==> config.mk <==
export PLATFORM = sky130hd
export DESIGN_NAME = sleep_ctrl_device_flat
export DESIGN_NICKNAME = d
export VERILOG_FILES = /design/src/common/deep_sleep_pkg.sv /design/src/common/deep_sleep_if.sv /design/src/hw/sleep_ctrl_device.sv /design/src/flat_wrapper.sv
export VERILOG_INCLUDE_DIRS = /design/src /design/src/common
export SDC_FILE = /design/constraint.sdc
export NUM_CORES = 1
export LEC_CHECK = 0
export BUFFER_PORTS_ARGS = -buffer_cell sky130_fd_sc_hd__buf_2
export CAP_MARGIN = 20
export CORE_MARGIN = 5
export CORE_UTILIZATION = 30
export CTS_CLUSTER_DIAMETER = 80
export DETAILED_ROUTE_END_ITERATION = 12
export GPL_TIMING_DRIVEN = 1
export HOLD_SLACK_MARGIN = 0.05
export SLEW_MARGIN = 40
export SYNTH_ARGS = -nofsm -noshare
export SYNTH_HDL_FRONTEND = slang
export SYNTH_SLANG_ARGS = --single-unit
==> constraint.sdc <==
create_clock -name core_clk -period 1.9 [get_ports core_clk]
set_clock_uncertainty 0.2 [all_clocks]
set_input_delay 0.19 -clock core_clk [delete_from_list [all_inputs] [get_ports core_clk]]
set_output_delay 0.19 -clock core_clk [all_outputs]
set_load 0.005 [all_outputs]
==> src/common/deep_sleep_cfg.svh <==
// constants for deep sleep clock control: both ends
// What this block does
// light sleep only from grant; hold request
// bus clock stopped in light sleep: deep
// restart bus clock, settle 1 ms
// release sleep request only after settling
// deep sleep: no snoops, no interrupts
// platform leaves bus quiet in deep sleep
// platform sends no snoops near sleep
// halt and grant keep cache clock, snoop
// snoop state snoops cache like normal
// cache clock on light, off deep
// cache clock back only after settling
// interrupt clock runs in halt, grant
// interrupt clock restarts with bus clock
// toggling complement selects differential mode
// bus clock edge paces bus interface
// five supply select outputs to regulator
// settle counted on restarted bus clock
`ifndef DEEP_SLEEP_CFG_SVH
`define DEEP_SLEEP_CFG_SVH

`define CORE_PERIOD_NS    10
`define BUS_HALF_CYCLES   5
`define PLL_SETTLE_NS     1000000
// bus edges in 1 ms: bus period is 2 * half * core period
`define PLL_SETTLE_EDGES  (`PLL_SETTLE_NS / \
  (`CORE_PERIOD_NS * 2 * `BUS_HALF_CYCLES))
`define PLL_SETTLE_CYCLES (`PLL_SETTLE_NS / `CORE_PERIOD_NS)
// no bus edge for this many core cycles: clock is stopped
`define STOP_DETECT_CYCLES 8'h20
// window for complement toggle detection
`define DIFF_WINDOW_CYCLES 8'h40
`define SETTLE_W          20
`define VID_W             5
// requested core voltage code, arbitrary default
`define VID_CODE          5'h08

`endif

==> src/common/deep_sleep_pkg.sv <==
// types shared by both ends of the deep sleep clock control
package deep_sleep_pkg;

  typedef enum logic [2:0] {
    ST_NORMAL = 3'b000,
    ST_HALT   = 3'b001,
    ST_GRANT  = 3'b010,
    ST_SNOOP  = 3'b011,
    ST_LIGHT  = 3'b100,
    ST_DEEP   = 3'b101,
    ST_SETTLE = 3'b110
  } power_state_e;

  typedef enum logic [1:0] {
    BC_RUN     = 2'b00,
    BC_STOPPED = 2'b01,
    BC_RESTART = 2'b10
  } bus_clk_state_e;

endpackage

==> src/common/deep_sleep_if.sv <==
// pins between the device and the platform
`include "deep_sleep_cfg.svh"
interface deep_sleep_if;
  logic                stop_clock_request_n;
  logic                sleep_request_n;
  logic                bus_clk;
  logic                bus_clk_n;
  logic                interrupt_ctrl_clock;
  logic                snoop_req;
  logic                snoop_ack;
  logic                irq;
  logic [`VID_W-1:0]   supply_voltage_select_o;
  logic [`VID_W-1:0]   supply_voltage_select_oe;
  logic [`VID_W-1:0]   supply_voltage_select;

  // open drain with pull-up: low only where driven low
  assign supply_voltage_select =
    supply_voltage_select_o | ~supply_voltage_select_oe;

  modport device (
    input  stop_clock_request_n, sleep_request_n, bus_clk, bus_clk_n,
    input  interrupt_ctrl_clock, snoop_req, irq,
    output snoop_ack, supply_voltage_select_o, supply_voltage_select_oe
  );
  modport platform (
    output stop_clock_request_n, sleep_request_n, bus_clk, bus_clk_n,
    output interrupt_ctrl_clock, snoop_req, irq,
    input  snoop_ack, supply_voltage_select
  );
endinterface

==> src/hw/sleep_ctrl_device.sv <==
// device end: power states, cache clock gate and bus clock sense
`include "deep_sleep_cfg.svh"
module sleep_ctrl_device
  import deep_sleep_pkg::*;
#(
  parameter int unsigned PLL_SETTLE_EDGES = `PLL_SETTLE_EDGES
) (
  input  wire logic                core_clk,
  input  wire logic                rst,
  deep_sleep_if.device             link,
  input  wire logic                halt_req,
  input  wire logic                wake_evt,
  output power_state_e             power_state,
  output logic                     cache_clk_en,
  output logic                     diff_mode,
  output logic                     bus_tick,
  output logic                     irq_taken,
  output logic                     snoop_serviced
);

  // ----------------------------------------------------------
  // input synchronisers
  // ----------------------------------------------------------
  logic [1:0] bclk_s;
  logic [1:0] bclkn_s;
  logic [1:0] stp_s;
  logic [1:0] slp_s;
  logic [1:0] snp_s;
  logic [1:0] irq_s;
  logic       bclk_d1;
  logic       bclkn_d1;
  logic       irq_d1;

  // first stage feeds only the second stage
  always_ff @(posedge core_clk) begin
    if (rst) begin
      bclk_s  <= 2'b00;
      bclkn_s <= 2'b00;
      stp_s   <= 2'b11;
      slp_s   <= 2'b11;
      snp_s   <= 2'b00;
      irq_s   <= 2'b00;
    end else begin
      bclk_s  <= {bclk_s[0], link.bus_clk};
      bclkn_s <= {bclkn_s[0], link.bus_clk_n};
      stp_s   <= {stp_s[0], link.stop_clock_request_n};
      slp_s   <= {slp_s[0], link.sleep_request_n};
      snp_s   <= {snp_s[0], link.snoop_req};
      irq_s   <= {irq_s[0], link.irq};
    end
  end

  // one more stage for edge detection
  always_ff @(posedge core_clk) begin
    if (rst) begin
      bclk_d1  <= 1'b0;
      bclkn_d1 <= 1'b0;
      irq_d1   <= 1'b0;
    end else begin
      bclk_d1  <= bclk_s[1];
      bclkn_d1 <= bclkn_s[1];
      irq_d1   <= irq_s[1];
    end
  end

  logic stop_req;
  logic sleep_req;
  logic true_rise;
  logic comp_edge;
  logic comp_fall;

  assign stop_req  = ~stp_s[1];
  assign sleep_req = ~slp_s[1];
  assign true_rise = bclk_s[1] & ~bclk_d1;
  assign comp_edge = bclkn_s[1] ^ bclkn_d1;
  assign comp_fall = ~bclkn_s[1] & bclkn_d1;

  // ----------------------------------------------------------
  // clock mode detection and bus pacing
  // ----------------------------------------------------------
  logic [7:0] win_q;
  logic       comp_seen_q;
  logic       bus_running;

  // mode is re-judged every window while the bus clock runs
  always_ff @(posedge core_clk) begin
    if (rst) begin
      win_q       <= 8'h00;
      comp_seen_q <= 1'b0;
      diff_mode   <= 1'b0;
    end else if (bus_running) begin
      if (win_q == `DIFF_WINDOW_CYCLES - 8'h01) begin
        win_q       <= 8'h00;
        comp_seen_q <= 1'b0;
        diff_mode   <= comp_seen_q | comp_edge;
      end else begin
        win_q       <= win_q + 8'h01;
        comp_seen_q <= comp_seen_q | comp_edge;
      end
    end
  end

  // diff mode: true rising meets complement falling
  always_ff @(posedge core_clk) begin
    if (rst) begin
      bus_tick <= 1'b0;
    end else if (diff_mode) begin
      bus_tick <= true_rise & comp_fall;
    end else begin
      bus_tick <= true_rise;
    end
  end

  // ----------------------------------------------------------
  // bus clock stop detection
  // ----------------------------------------------------------
  logic [7:0] idle_q;

  // counts core cycles since the last bus clock edge
  always_ff @(posedge core_clk) begin
    if (rst || (bclk_s[1] ^ bclk_d1)) begin
      idle_q <= 8'h00;
    end else if (idle_q != `STOP_DETECT_CYCLES) begin
      idle_q <= idle_q + 8'h01;
    end
  end

  assign bus_running = (idle_q != `STOP_DETECT_CYCLES);

  // ----------------------------------------------------------
  // power state machine
  // ----------------------------------------------------------
  power_state_e          state_q;
  power_state_e          ret_q;
  logic [`SETTLE_W-1:0]  settle_q;
  logic                  snoop_ok;

  // settle counter only advances on restarted bus clock edges
  always_ff @(posedge core_clk) begin
    if (rst || state_q != ST_SETTLE) begin
      settle_q <= '0;
    end else if (true_rise) begin
      settle_q <= settle_q + 1'b1;
    end
  end

  always_ff @(posedge core_clk) begin
    if (rst) begin
      state_q <= ST_NORMAL;
      ret_q   <= ST_GRANT;
    end else begin
      unique case (state_q)
        ST_NORMAL: begin
          if (stop_req) begin
            state_q <= ST_GRANT;
          end else if (halt_req) begin
            state_q <= ST_HALT;
          end
        end
        ST_HALT: begin
          if (stop_req) begin
            state_q <= ST_GRANT;
          end else if (wake_evt) begin
            state_q <= ST_NORMAL;
          end else if (snp_s[1]) begin
            state_q <= ST_SNOOP;
            ret_q   <= ST_HALT;
          end
        end
        ST_GRANT: begin
          if (sleep_req) begin
            state_q <= ST_LIGHT;
          end else if (!stop_req) begin
            state_q <= halt_req ? ST_HALT : ST_NORMAL;
          end else if (snp_s[1]) begin
            state_q <= ST_SNOOP;
            ret_q   <= ST_GRANT;
          end
        end
        ST_SNOOP: begin
          if (!snp_s[1]) begin
            state_q <= ret_q;
          end
        end
        ST_LIGHT: begin
          if (!bus_running) begin
            state_q <= ST_DEEP;
          end else if (!sleep_req) begin
            state_q <= ST_GRANT;
          end
        end
        ST_DEEP: begin
          if (true_rise) begin
            state_q <= ST_SETTLE;
          end
        end
        ST_SETTLE: begin
          if (!bus_running) begin
            state_q <= ST_DEEP;
          end else if (true_rise &&
              settle_q == `SETTLE_W'(PLL_SETTLE_EDGES - 1)) begin
            state_q <= ST_LIGHT;
          end
        end
        default: state_q <= ST_NORMAL;
      endcase
    end
  end

  assign power_state = state_q;

  // cache clock stays on until deep sleep, back only after settling
  assign cache_clk_en = (state_q != ST_DEEP) &&
                        (state_q != ST_SETTLE);

  // ----------------------------------------------------------
  // snoops and interrupts
  // ----------------------------------------------------------
  // no sleep state may answer; a snoop there is the platform's fault
  assign snoop_ok = (state_q == ST_NORMAL) ||
                    (state_q == ST_SNOOP);

  // ack follows request down: four phase handshake
  always_ff @(posedge core_clk) begin
    if (rst) begin
      link.snoop_ack <= 1'b0;
    end else begin
      link.snoop_ack <= snp_s[1] & (link.snoop_ack | snoop_ok);
    end
  end

  assign snoop_serviced = snp_s[1] & ~link.snoop_ack & snoop_ok;

  // rising interrupt is captured in every state except light sleep, deep sleep and settle
  always_ff @(posedge core_clk) begin
    if (rst) begin
      irq_taken <= 1'b0;
    end else begin
      irq_taken <= irq_s[1] & ~irq_d1 &
                   (state_q != ST_LIGHT) && (state_q != ST_DEEP) &&
                   (state_q != ST_SETTLE);
    end
  end

  // ----------------------------------------------------------
  // supply voltage select, open drain
  // ----------------------------------------------------------
  // drive low where the code has a zero; ones float to the pull-up
  always_ff @(posedge core_clk) begin
    if (rst) begin
      link.supply_voltage_select_o  <= '0;
      link.supply_voltage_select_oe <= '0;
    end else begin
      link.supply_voltage_select_o  <= '0;
      link.supply_voltage_select_oe <= ~`VID_CODE;
    end
  end

endmodule

==> src/flat_wrapper.sv <==
// flat-port wrapper written by rule: the top's interface ports become plain ports
module sleep_ctrl_device_flat import deep_sleep_pkg::*;
#(
  parameter int unsigned PLL_SETTLE_EDGES = `PLL_SETTLE_EDGES
)
  (core_clk, rst, halt_req, wake_evt, power_state, cache_clk_en, diff_mode, bus_tick, irq_taken, snoop_serviced, link_stop_clock_request_n, link_sleep_request_n, link_bus_clk, link_bus_clk_n, link_interrupt_ctrl_clock, link_snoop_req, link_irq, link_snoop_ack, link_supply_voltage_select_o, link_supply_voltage_select_oe);
  deep_sleep_if link_i ();
  input  wire logic core_clk;
  input  wire logic rst;
  input  wire logic halt_req;
  input  wire logic wake_evt;
  output power_state_e power_state;
  output logic cache_clk_en;
  output logic diff_mode;
  output logic bus_tick;
  output logic irq_taken;
  output logic snoop_serviced;
  input wire logic [$bits(link_i.stop_clock_request_n)-1:0] link_stop_clock_request_n;
  input wire logic [$bits(link_i.sleep_request_n)-1:0] link_sleep_request_n;
  input wire logic [$bits(link_i.bus_clk)-1:0] link_bus_clk;
  input wire logic [$bits(link_i.bus_clk_n)-1:0] link_bus_clk_n;
  input wire logic [$bits(link_i.interrupt_ctrl_clock)-1:0] link_interrupt_ctrl_clock;
  input wire logic [$bits(link_i.snoop_req)-1:0] link_snoop_req;
  input wire logic [$bits(link_i.irq)-1:0] link_irq;
  output wire logic [$bits(link_i.snoop_ack)-1:0] link_snoop_ack;
  output wire logic [$bits(link_i.supply_voltage_select_o)-1:0] link_supply_voltage_select_o;
  output wire logic [$bits(link_i.supply_voltage_select_oe)-1:0] link_supply_voltage_select_oe;
  assign link_i.stop_clock_request_n = link_stop_clock_request_n;
  assign link_i.sleep_request_n = link_sleep_request_n;
  assign link_i.bus_clk = link_bus_clk;
  assign link_i.bus_clk_n = link_bus_clk_n;
  assign link_i.interrupt_ctrl_clock = link_interrupt_ctrl_clock;
  assign link_i.snoop_req = link_snoop_req;
  assign link_i.irq = link_irq;
  assign link_snoop_ack = link_i.snoop_ack;
  assign link_supply_voltage_select_o = link_i.supply_voltage_select_o;
  assign link_supply_voltage_select_oe = link_i.supply_voltage_select_oe;
  sleep_ctrl_device #(.PLL_SETTLE_EDGES(PLL_SETTLE_EDGES)) u_core (.core_clk(core_clk), .rst(rst), .link(link_i), .halt_req(halt_req), .wake_evt(wake_evt), .power_state(power_state), .cache_clk_en(cache_clk_en), .diff_mode(diff_mode), .bus_tick(bus_tick), .irq_taken(irq_taken), .snoop_serviced(snoop_serviced));
endmodule
==> results of run 1 <==
## per-stage QoR
step / worst slack, ns / power (mW) / hold WS (ns) / instance area, µm² / utilization, %
after floorplan: 0.00107 / 1.49 / 0.0616 / 2710 / -
after global placement: -0.00375 / 1.53 / 0.176 / 3020 / 34.6
after global routing: -0.0488 / 2.93 / 0.108 / 3410 / 39.2
after detailed placement: -0.0360 / 1.54 / 0.178 / 3020 / 34.6
after CTS: -0.00312 / 2.83 / 0.0824 / 3350 / 38.4
final: 0.0324 / 2.80 / 0.0883 / 3410 / 39.2
## layout by cell type (no fill, tap or decap), drive strengths merged, types with 7 or more instances in the layout
| cell type | n |
|---|---|
| dfxtp | 62 |
| nor2 | 47 |
| buf | 45 |
| nand2 | 25 |
| xor2 | 23 |
| nor2b | 15 |
| nand3 | 14 |
| clkbuf | 12 |
| xnor2 | 11 |
| nand4 | 11 |
| inv | 11 |
| dlygate4sd3 | 10 |
| nor3 | 7 |
## flip-flops by register name, indices dropped and copies added (netlist names), 2 cells and up
register            cells
u_core.settle_q        20
u_core.idle_q           8
u_core.win_q            8
u_core.power_state      3
u_core.bclk_s           2
u_core.bclkn_s          2
u_core.irq_s            2
u_core.ret_q            2
u_core.slp_s            2
u_core.snp_s            2
u_core.stp_s            2
## area by class of cell
type                       instances  area, µm²
fill                             843       5310
tap                              108        135
clock buffer                      12        145
clock inverter                     4       70.1
inverter                          11       41.3
multi-input combinational        215       1390
sequential                        62       1250
timing repair buffer              55        383
## tightest hold or removal path: cells and delay by family
| family | cells | cell delay, ns |
|---|---|---|
| buf+inv | 2 | 0.34 |
| simple gates | 1 | 0.05 |
## synthesized netlist by cell type (7+ instances only)
| master | count | area share, % |
|---|---|---|
| sky130_fd_sc_hd__nor3_1 | 7 | 1.3 |
| sky130_fd_sc_hd__nand3_1 | 14 | 2.6 |
| sky130_fd_sc_hd__dfxtp_1 | 62 | 46 |
| sky130_fd_sc_hd__nand2_1 | 25 | 3.5 |
| sky130_fd_sc_hd__xnor2_1 | 11 | 3.6 |
| sky130_fd_sc_hd__buf_4 | 9 | 2.5 |
| sky130_fd_sc_hd__inv_1 | 11 | 1.5 |
| sky130_fd_sc_hd__xor2_1 | 23 | 7.5 |
| sky130_fd_sc_hd__nand4_1 | 11 | 2.6 |
| sky130_fd_sc_hd__nor2_1 | 46 | 6.4 |
| sky130_fd_sc_hd__nor2b_1 | 15 | 3.5 |
## logic make-up after synthesis
| group | after synthesis |
|---|---|
| xor+xnor | 34 |
| flops | 62 |
| mux | 4 |
| buf+inv | 30 |
| simple gates | 145 |
| other cells | 1 |
| compound gates | 20 |
| fa+ha+maj | 6 |
## path summary, 6_finish.rpt
check	from	to	slack, ns	cells past startpoint
setup / recovery	u_core.settle_q[5]	u_core.power_state[0]	0.03	5
hold / removal	rst	u_core.irq_d1	0.09	3
hold reg to reg	u_core.irq_d1	u_core.irq_taken	0.19	1
setup reg to reg	u_core.settle_q[5]	u_core.power_state[0]	0.03	5
## power by group through the flow
stage                     clock, mW  combinational, mW  sequential (mW)
after detailed placement          0              0.153             1.38
after global placement            0              0.149             1.38
after floorplan                   0              0.111             1.38
after CTS                      1.30              0.172             1.36
final                          1.26              0.182             1.36
after global routing           1.36              0.206             1.36
## metal layers
metal	global-route usage, %	vias up	wire (µm)
li1	-	1098	-
met5	0	-	0
met2	16.5	45	2390
met3	3.58	9	270
met1	12.4	969	2460
met4	4.38	0	83
## timing repair
item	CTS	global route
pin swaps	1	6
endpoints found under the hold margin	16	0
hold buffers	10	0
resized for setup	6	15
endpoints found under the setup margin	10	23
==> impl_metrics.tcl, run 1 <==
set metrics [dict create \
    status "finished clean" \
    ys_seq_elements 62 \
    largest_delay_share_family_worst_path "simple AND/OR/NAND/NOR gates" \
    synth-simple-area-share_pct 27.4 \
    synthMuxAreaShare_pct 1.49 \
    vdd_ir_drop_max_v 0.000620 \
    rsz0062_at_grt "true" \
    place.port_buffers 22 \
    antenna_found_initial 0 \
    die_height_um 105 \
    fin_crit_sh_pct 98.3 \
    clock-sinks 62 \
    dp_hpwl_mm 3.65 \
    fraction_of_power_consumed_by_combinational_cells_pct 6.5 \
    first_global_vias 2110 \
    async_flop_share_pct 0 \
    ys_warn_count 0 \
    worst_setup_path_end_kind "flop" \
    worstPathBufferInverterCount 0 \
    synthAdderAreaFrac_pct 2.79 \
    maximum_capacitance_violations 0 \
    seqPwrFrac_pct 48.5 \
    postRouteWirelength_mm 5.20 \
    globalplace.congestion 0.774 \
    clk_root_buffer_cell "sky130_fd_sc_hd__clkbuf_8" \
    critPathRequiredTime_ns 1.96 \
    drtIter0Drc 71 \
    p_leak_nw 1.32 \
    setup-tns-final_ns 0 \
    post_syn_area_um2 2690 \
    critical-path-max-stage-delay_ns 0.54 \
    hold_viol 0 \
    finalCriticalPeriod_ns 1.87 \
    setup_viol 0 \
    grt_first_pass_wirelength_mm 9.37 \
    antenna-diode-count 0 \
    critical_path_cell_by_cell "or4_4 > nor4_4 > and4_4 > o21ai_4 > o31ai_2" \
    nNetsFinal 371 \
    clkPwrFrac_pct 45.0 \
    synth-seq-area-share_pct 46.2 \
    synth_edf_count 0 \
    timing_max_transition_violations_final 0 \
    row_count 34 \
    layout-drive-gt1-share_pct 23.4 \
    p_switching_uw 600 \
    post-cts-setup-buffer-count 0 \
    power_switching_share_pct 21.5 \
    dieWidth_um 105 \
    cts-root-to-sink-buffers 2 \
    fin_cells 467 \
    p_int_mw 2.20 \
    critPathSlowestCell "sky130_fd_sc_hd__or4_4" \
    syn-mean-instance-area_um2 8.90 \
    cts_tree "built" \
    h_tree_depth 3 \
    instance_count_after_placement_with_tap_cells_included 441 \
    vias 2121 \
    area_growth_syn_to_layout_pct 27.0 \
    worstHoldPathType "in2reg" \
    avgRoutedWirePerCell_um 11.1 \
    remaining_drc_errors 0 \
    netlist-cell-type-count 44 \
    syn-instance-count 302 \
    detail-route-antenna-nets 0 \
    top_ff_cell_synth "sky130_fd_sc_hd__dfxtp_1" \
    pin_count_of_the_biggest_net_entering_global_routing 21 \
    synth_xor_area_share_pct 11.1 \
    insertion_delay_ns 0.34 \
    synth_top_family_by_area "simple AND/OR/NAND/NOR gates" \
    fmax_mhz 535 \
    floorplan.io_pins 30 \
    cp-start-kind "flop" \
    grt_use_total_pct 10.2 \
    vias_per_cell 4.54 \
    core_area_um2 8720 \
    synth_compound_area_share_pct 5.35 \
    cts_inserted_buffers 9 \
    crit_arrival_ns 1.92 \
    critPathKind "reg2reg" \
    power_density_nw_per_um2 819 \
    die_area_um2 11000 \
    worst_setup_hold_path_clk_slew_ns 0.07 \
    start_util_pct 30.8 \
    critical_path_peak_fanout 3 \
    grt_overflow_total 0 \
    drt-pass1-iter-count 4 \
]
Power figures use the tool's default switching activity.
==> run 2: changes to the inputs <==
--- a/config.mk
+++ b/config.mk
@@ -6,12 +6,12 @@
 export SDC_FILE = /design/constraint.sdc
 export NUM_CORES = 1
 export LEC_CHECK = 0
-export BUFFER_PORTS_ARGS = -buffer_cell sky130_fd_sc_hd__buf_2
 export CAP_MARGIN = 20
 export CORE_MARGIN = 5
 export CORE_UTILIZATION = 30
 export CTS_CLUSTER_DIAMETER = 80
 export DETAILED_ROUTE_END_ITERATION = 12
+export DONT_BUFFER_PORTS = 1
 export GPL_TIMING_DRIVEN = 1
 export HOLD_SLACK_MARGIN = 0.05
 export SLEW_MARGIN = 40
==> run 2 against run 1 <==
Against the previous run:
- first-iteration DRC count decreased by 41%
- combinational power decreased by 15%
- clock power decreased by 8%
- sequential share of layout area increased by 0.89 points
- design area decreased by 2.6%
- worst setup slack improved by 0.0019 ns
- clock-buffer cell count decreased by 1
- non-clock buffer count decreased by 16
- critical endpoint unchanged
- highest routed layer unchanged
==> impl_metrics.tcl, run 2 (same netlist as run 1, synthesis figures left out) <==
set metrics [dict create \
    postRouteWirelength_mm 5.32 \
    crit_arrival_ns 1.92 \
    grt_most_used_layer "met2" \
    worst_setup_path_end_kind "flop" \
    avgRoutedWirePerCell_um 11.8 \
    vias_per_cell 4.63 \
    grtUsageMet2_pct 15.9 \
    grt_overflow_total 0 \
    fin_cells 451 \
    dp_hpwl_mm 3.61 \
    clock-sinks 62 \
    die_area_um2 11000 \
    globalplace.congestion 0.762 \
    layout.cells.most_common_list "60 x sky130_fd_sc_hd__dfxtp_1, 46 x sky130_fd_sc_hd__nor2_1, 24 x sky130_fd_sc_hd__nand2_1, 24 x sky130_fd_sc_hd__buf_4, 23 x sky130_fd_sc_hd__xor2_1" \
    max_slew.worst_pin.slew_ns 0.515 \
    maximum_capacitance_violations 0 \
    status "finished clean" \
    die_height_um 105 \
    timing_max_transition_violations_final 0 \
    critical_path_peak_fanout 3 \
    post-cts-setup-buffer-count 0 \
    dieWidth_um 105 \
    clk_root_buffer_cell "sky130_fd_sc_hd__clkbuf_8" \
    finalCriticalPeriod_ns 1.87 \
    grt_use_met3_pct 3.08 \
    r2r.worst_path.cells 5 \
    grt_use_total_pct 9.82 \
    worstHoldPathType "in2reg" \
    critPathRequiredTime_ns 1.95 \
    core_area_um2 8720 \
    instance_count_after_placement_with_tap_cells_included 420 \
    floorplan.io_pins 30 \
    cts-root-to-sink-buffers 2 \
    power_density_nw_per_um2 803 \
    fin_crit_sh_pct 98.2 \
    global_route.usage.met1_pct 12.0 \
    cp-start-kind "flop" \
    p_leak_nw 1.26 \
    h_tree_depth 3 \
    vdd_ir_drop_max_v 0.000681 \
    place.port_buffers 0 \
    area_growth_syn_to_layout_pct 23.7 \
    largest_register_ff_count 20 \
    max_flop_register "u_core.settle_q" \
    worst_setup_hold_path_clk_slew_ns 0.08 \
    first_global_vias 2025 \
    hold-path-cell-count 5 \
    cts_inserted_buffers 9 \
    pin_count_of_the_biggest_net_entering_global_routing 21 \
    detail-route-antenna-nets 0 \
    finalCoreUtilization_pct 38.1 \
    rsz0062_at_grt "true" \
    largest_registers "u_core.settle_q x20, u_core.idle_q x8, u_core.win_q x8" \
    cts_tree "built" \
    insertion_delay_ns 0.34 \
    drt-pass1-iter-count 4 \
    start_util_pct 30.8 \
    antenna_found_initial 0 \
    vias 2090 \
    nNetsFinal 355 \
    remaining_drc_errors 0 \
    slew-limit-headroom_pct 65.7 \
    row_count 34 \
    drtIter0Drc 42 \
    antenna-diode-count 0 \
    setup_viol 0 \
    fmax_mhz 536 \
    grt_first_pass_wirelength_mm 9.00 \
    hold_viol 0 \
    critPathKind "reg2reg" \
    final_common_cell "sky130_fd_sc_hd__dfxtp_1" \
    layout-drive-gt1-share_pct 17.5 \
]
-- run 2: layout make-up --
class | count | area [µm²]
clock inverter | 5 | 58.8
tap | 108 | 135
timing repair buffer | 39 | 333
sequential | 62 | 1240
multi-input combinational | 215 | 1370
clock buffer | 11 | 141
fill | 864 | 5390
inverter | 11 | 41.3
-- run 2: where the power goes --
part	total, mW	internal, mW	switching [mW]
Clock	1.16	0.642	0.516
Combinational	0.155	0.0790	0.0760
Sequential	1.36	1.33	0.0274
-- run 2: stage by stage --
stage / setup slack, ns / total power [mW] / hold slack, ns / setup TNS [ns] / instance area, µm²
after floorplan: 0.00107 / 1.49 / 0.0616 / 0 / 2710
after global placement: -0.000354 / 1.51 / 0.0597 / -0.000354 / 2910
after detailed placement: -0.0263 / 1.51 / 0.0616 / -0.0453 / 2910
after CTS: -0.00726 / 2.70 / 0.0537 / -0.0191 / 3270
after global routing: -0.000471 / 2.79 / 0.112 / -0.000471 / 3330
final: 0.0343 / 2.67 / 0.0664 / 0 / 3330
-- run 2: worst paths after layout --
path / start / end / slack (ns)
max: u_core.settle_q[5] / u_core.power_state[0] / 0.03
min: wake_evt / u_core.power_state[1] / 0.07
max reg2reg: u_core.settle_q[5] / u_core.power_state[0] / 0.03
min reg2reg: u_core.irq_d1 / u_core.irq_taken / 0.21
-- run 2: layer usage --
layer	vias up	wire length, µm
met1	984	2590
li1	1064	-
met5	-	0
met4	0	44
met2	39	2460
met3	3	221
-- run 2: repair_timing --
| action | 4_1_cts | 5_1_grt |
|---|---|---|
| hold buffers | 15 | 0 |
| gates cloned | 0 | 0 |
| pin swaps | 3 | 1 |
| resized for setup | 2 | 13 |
| setup endpoints to repair | 5 | 31 |
| hold endpoints to repair | 27 | 0 |
-- run 2: worst max-delay path, stage by stage, from the launching register on --
cell and delay [ns]:
sky130_fd_sc_hd__dfxtp_1 0.31, sky130_fd_sc_hd__or4_4 0.54, sky130_fd_sc_hd__nor4_4 0.16, sky130_fd_sc_hd__and4_4 0.28, sky130_fd_sc_hd__o21ai_4 0.08, sky130_fd_sc_hd__o31ai_2 0.21
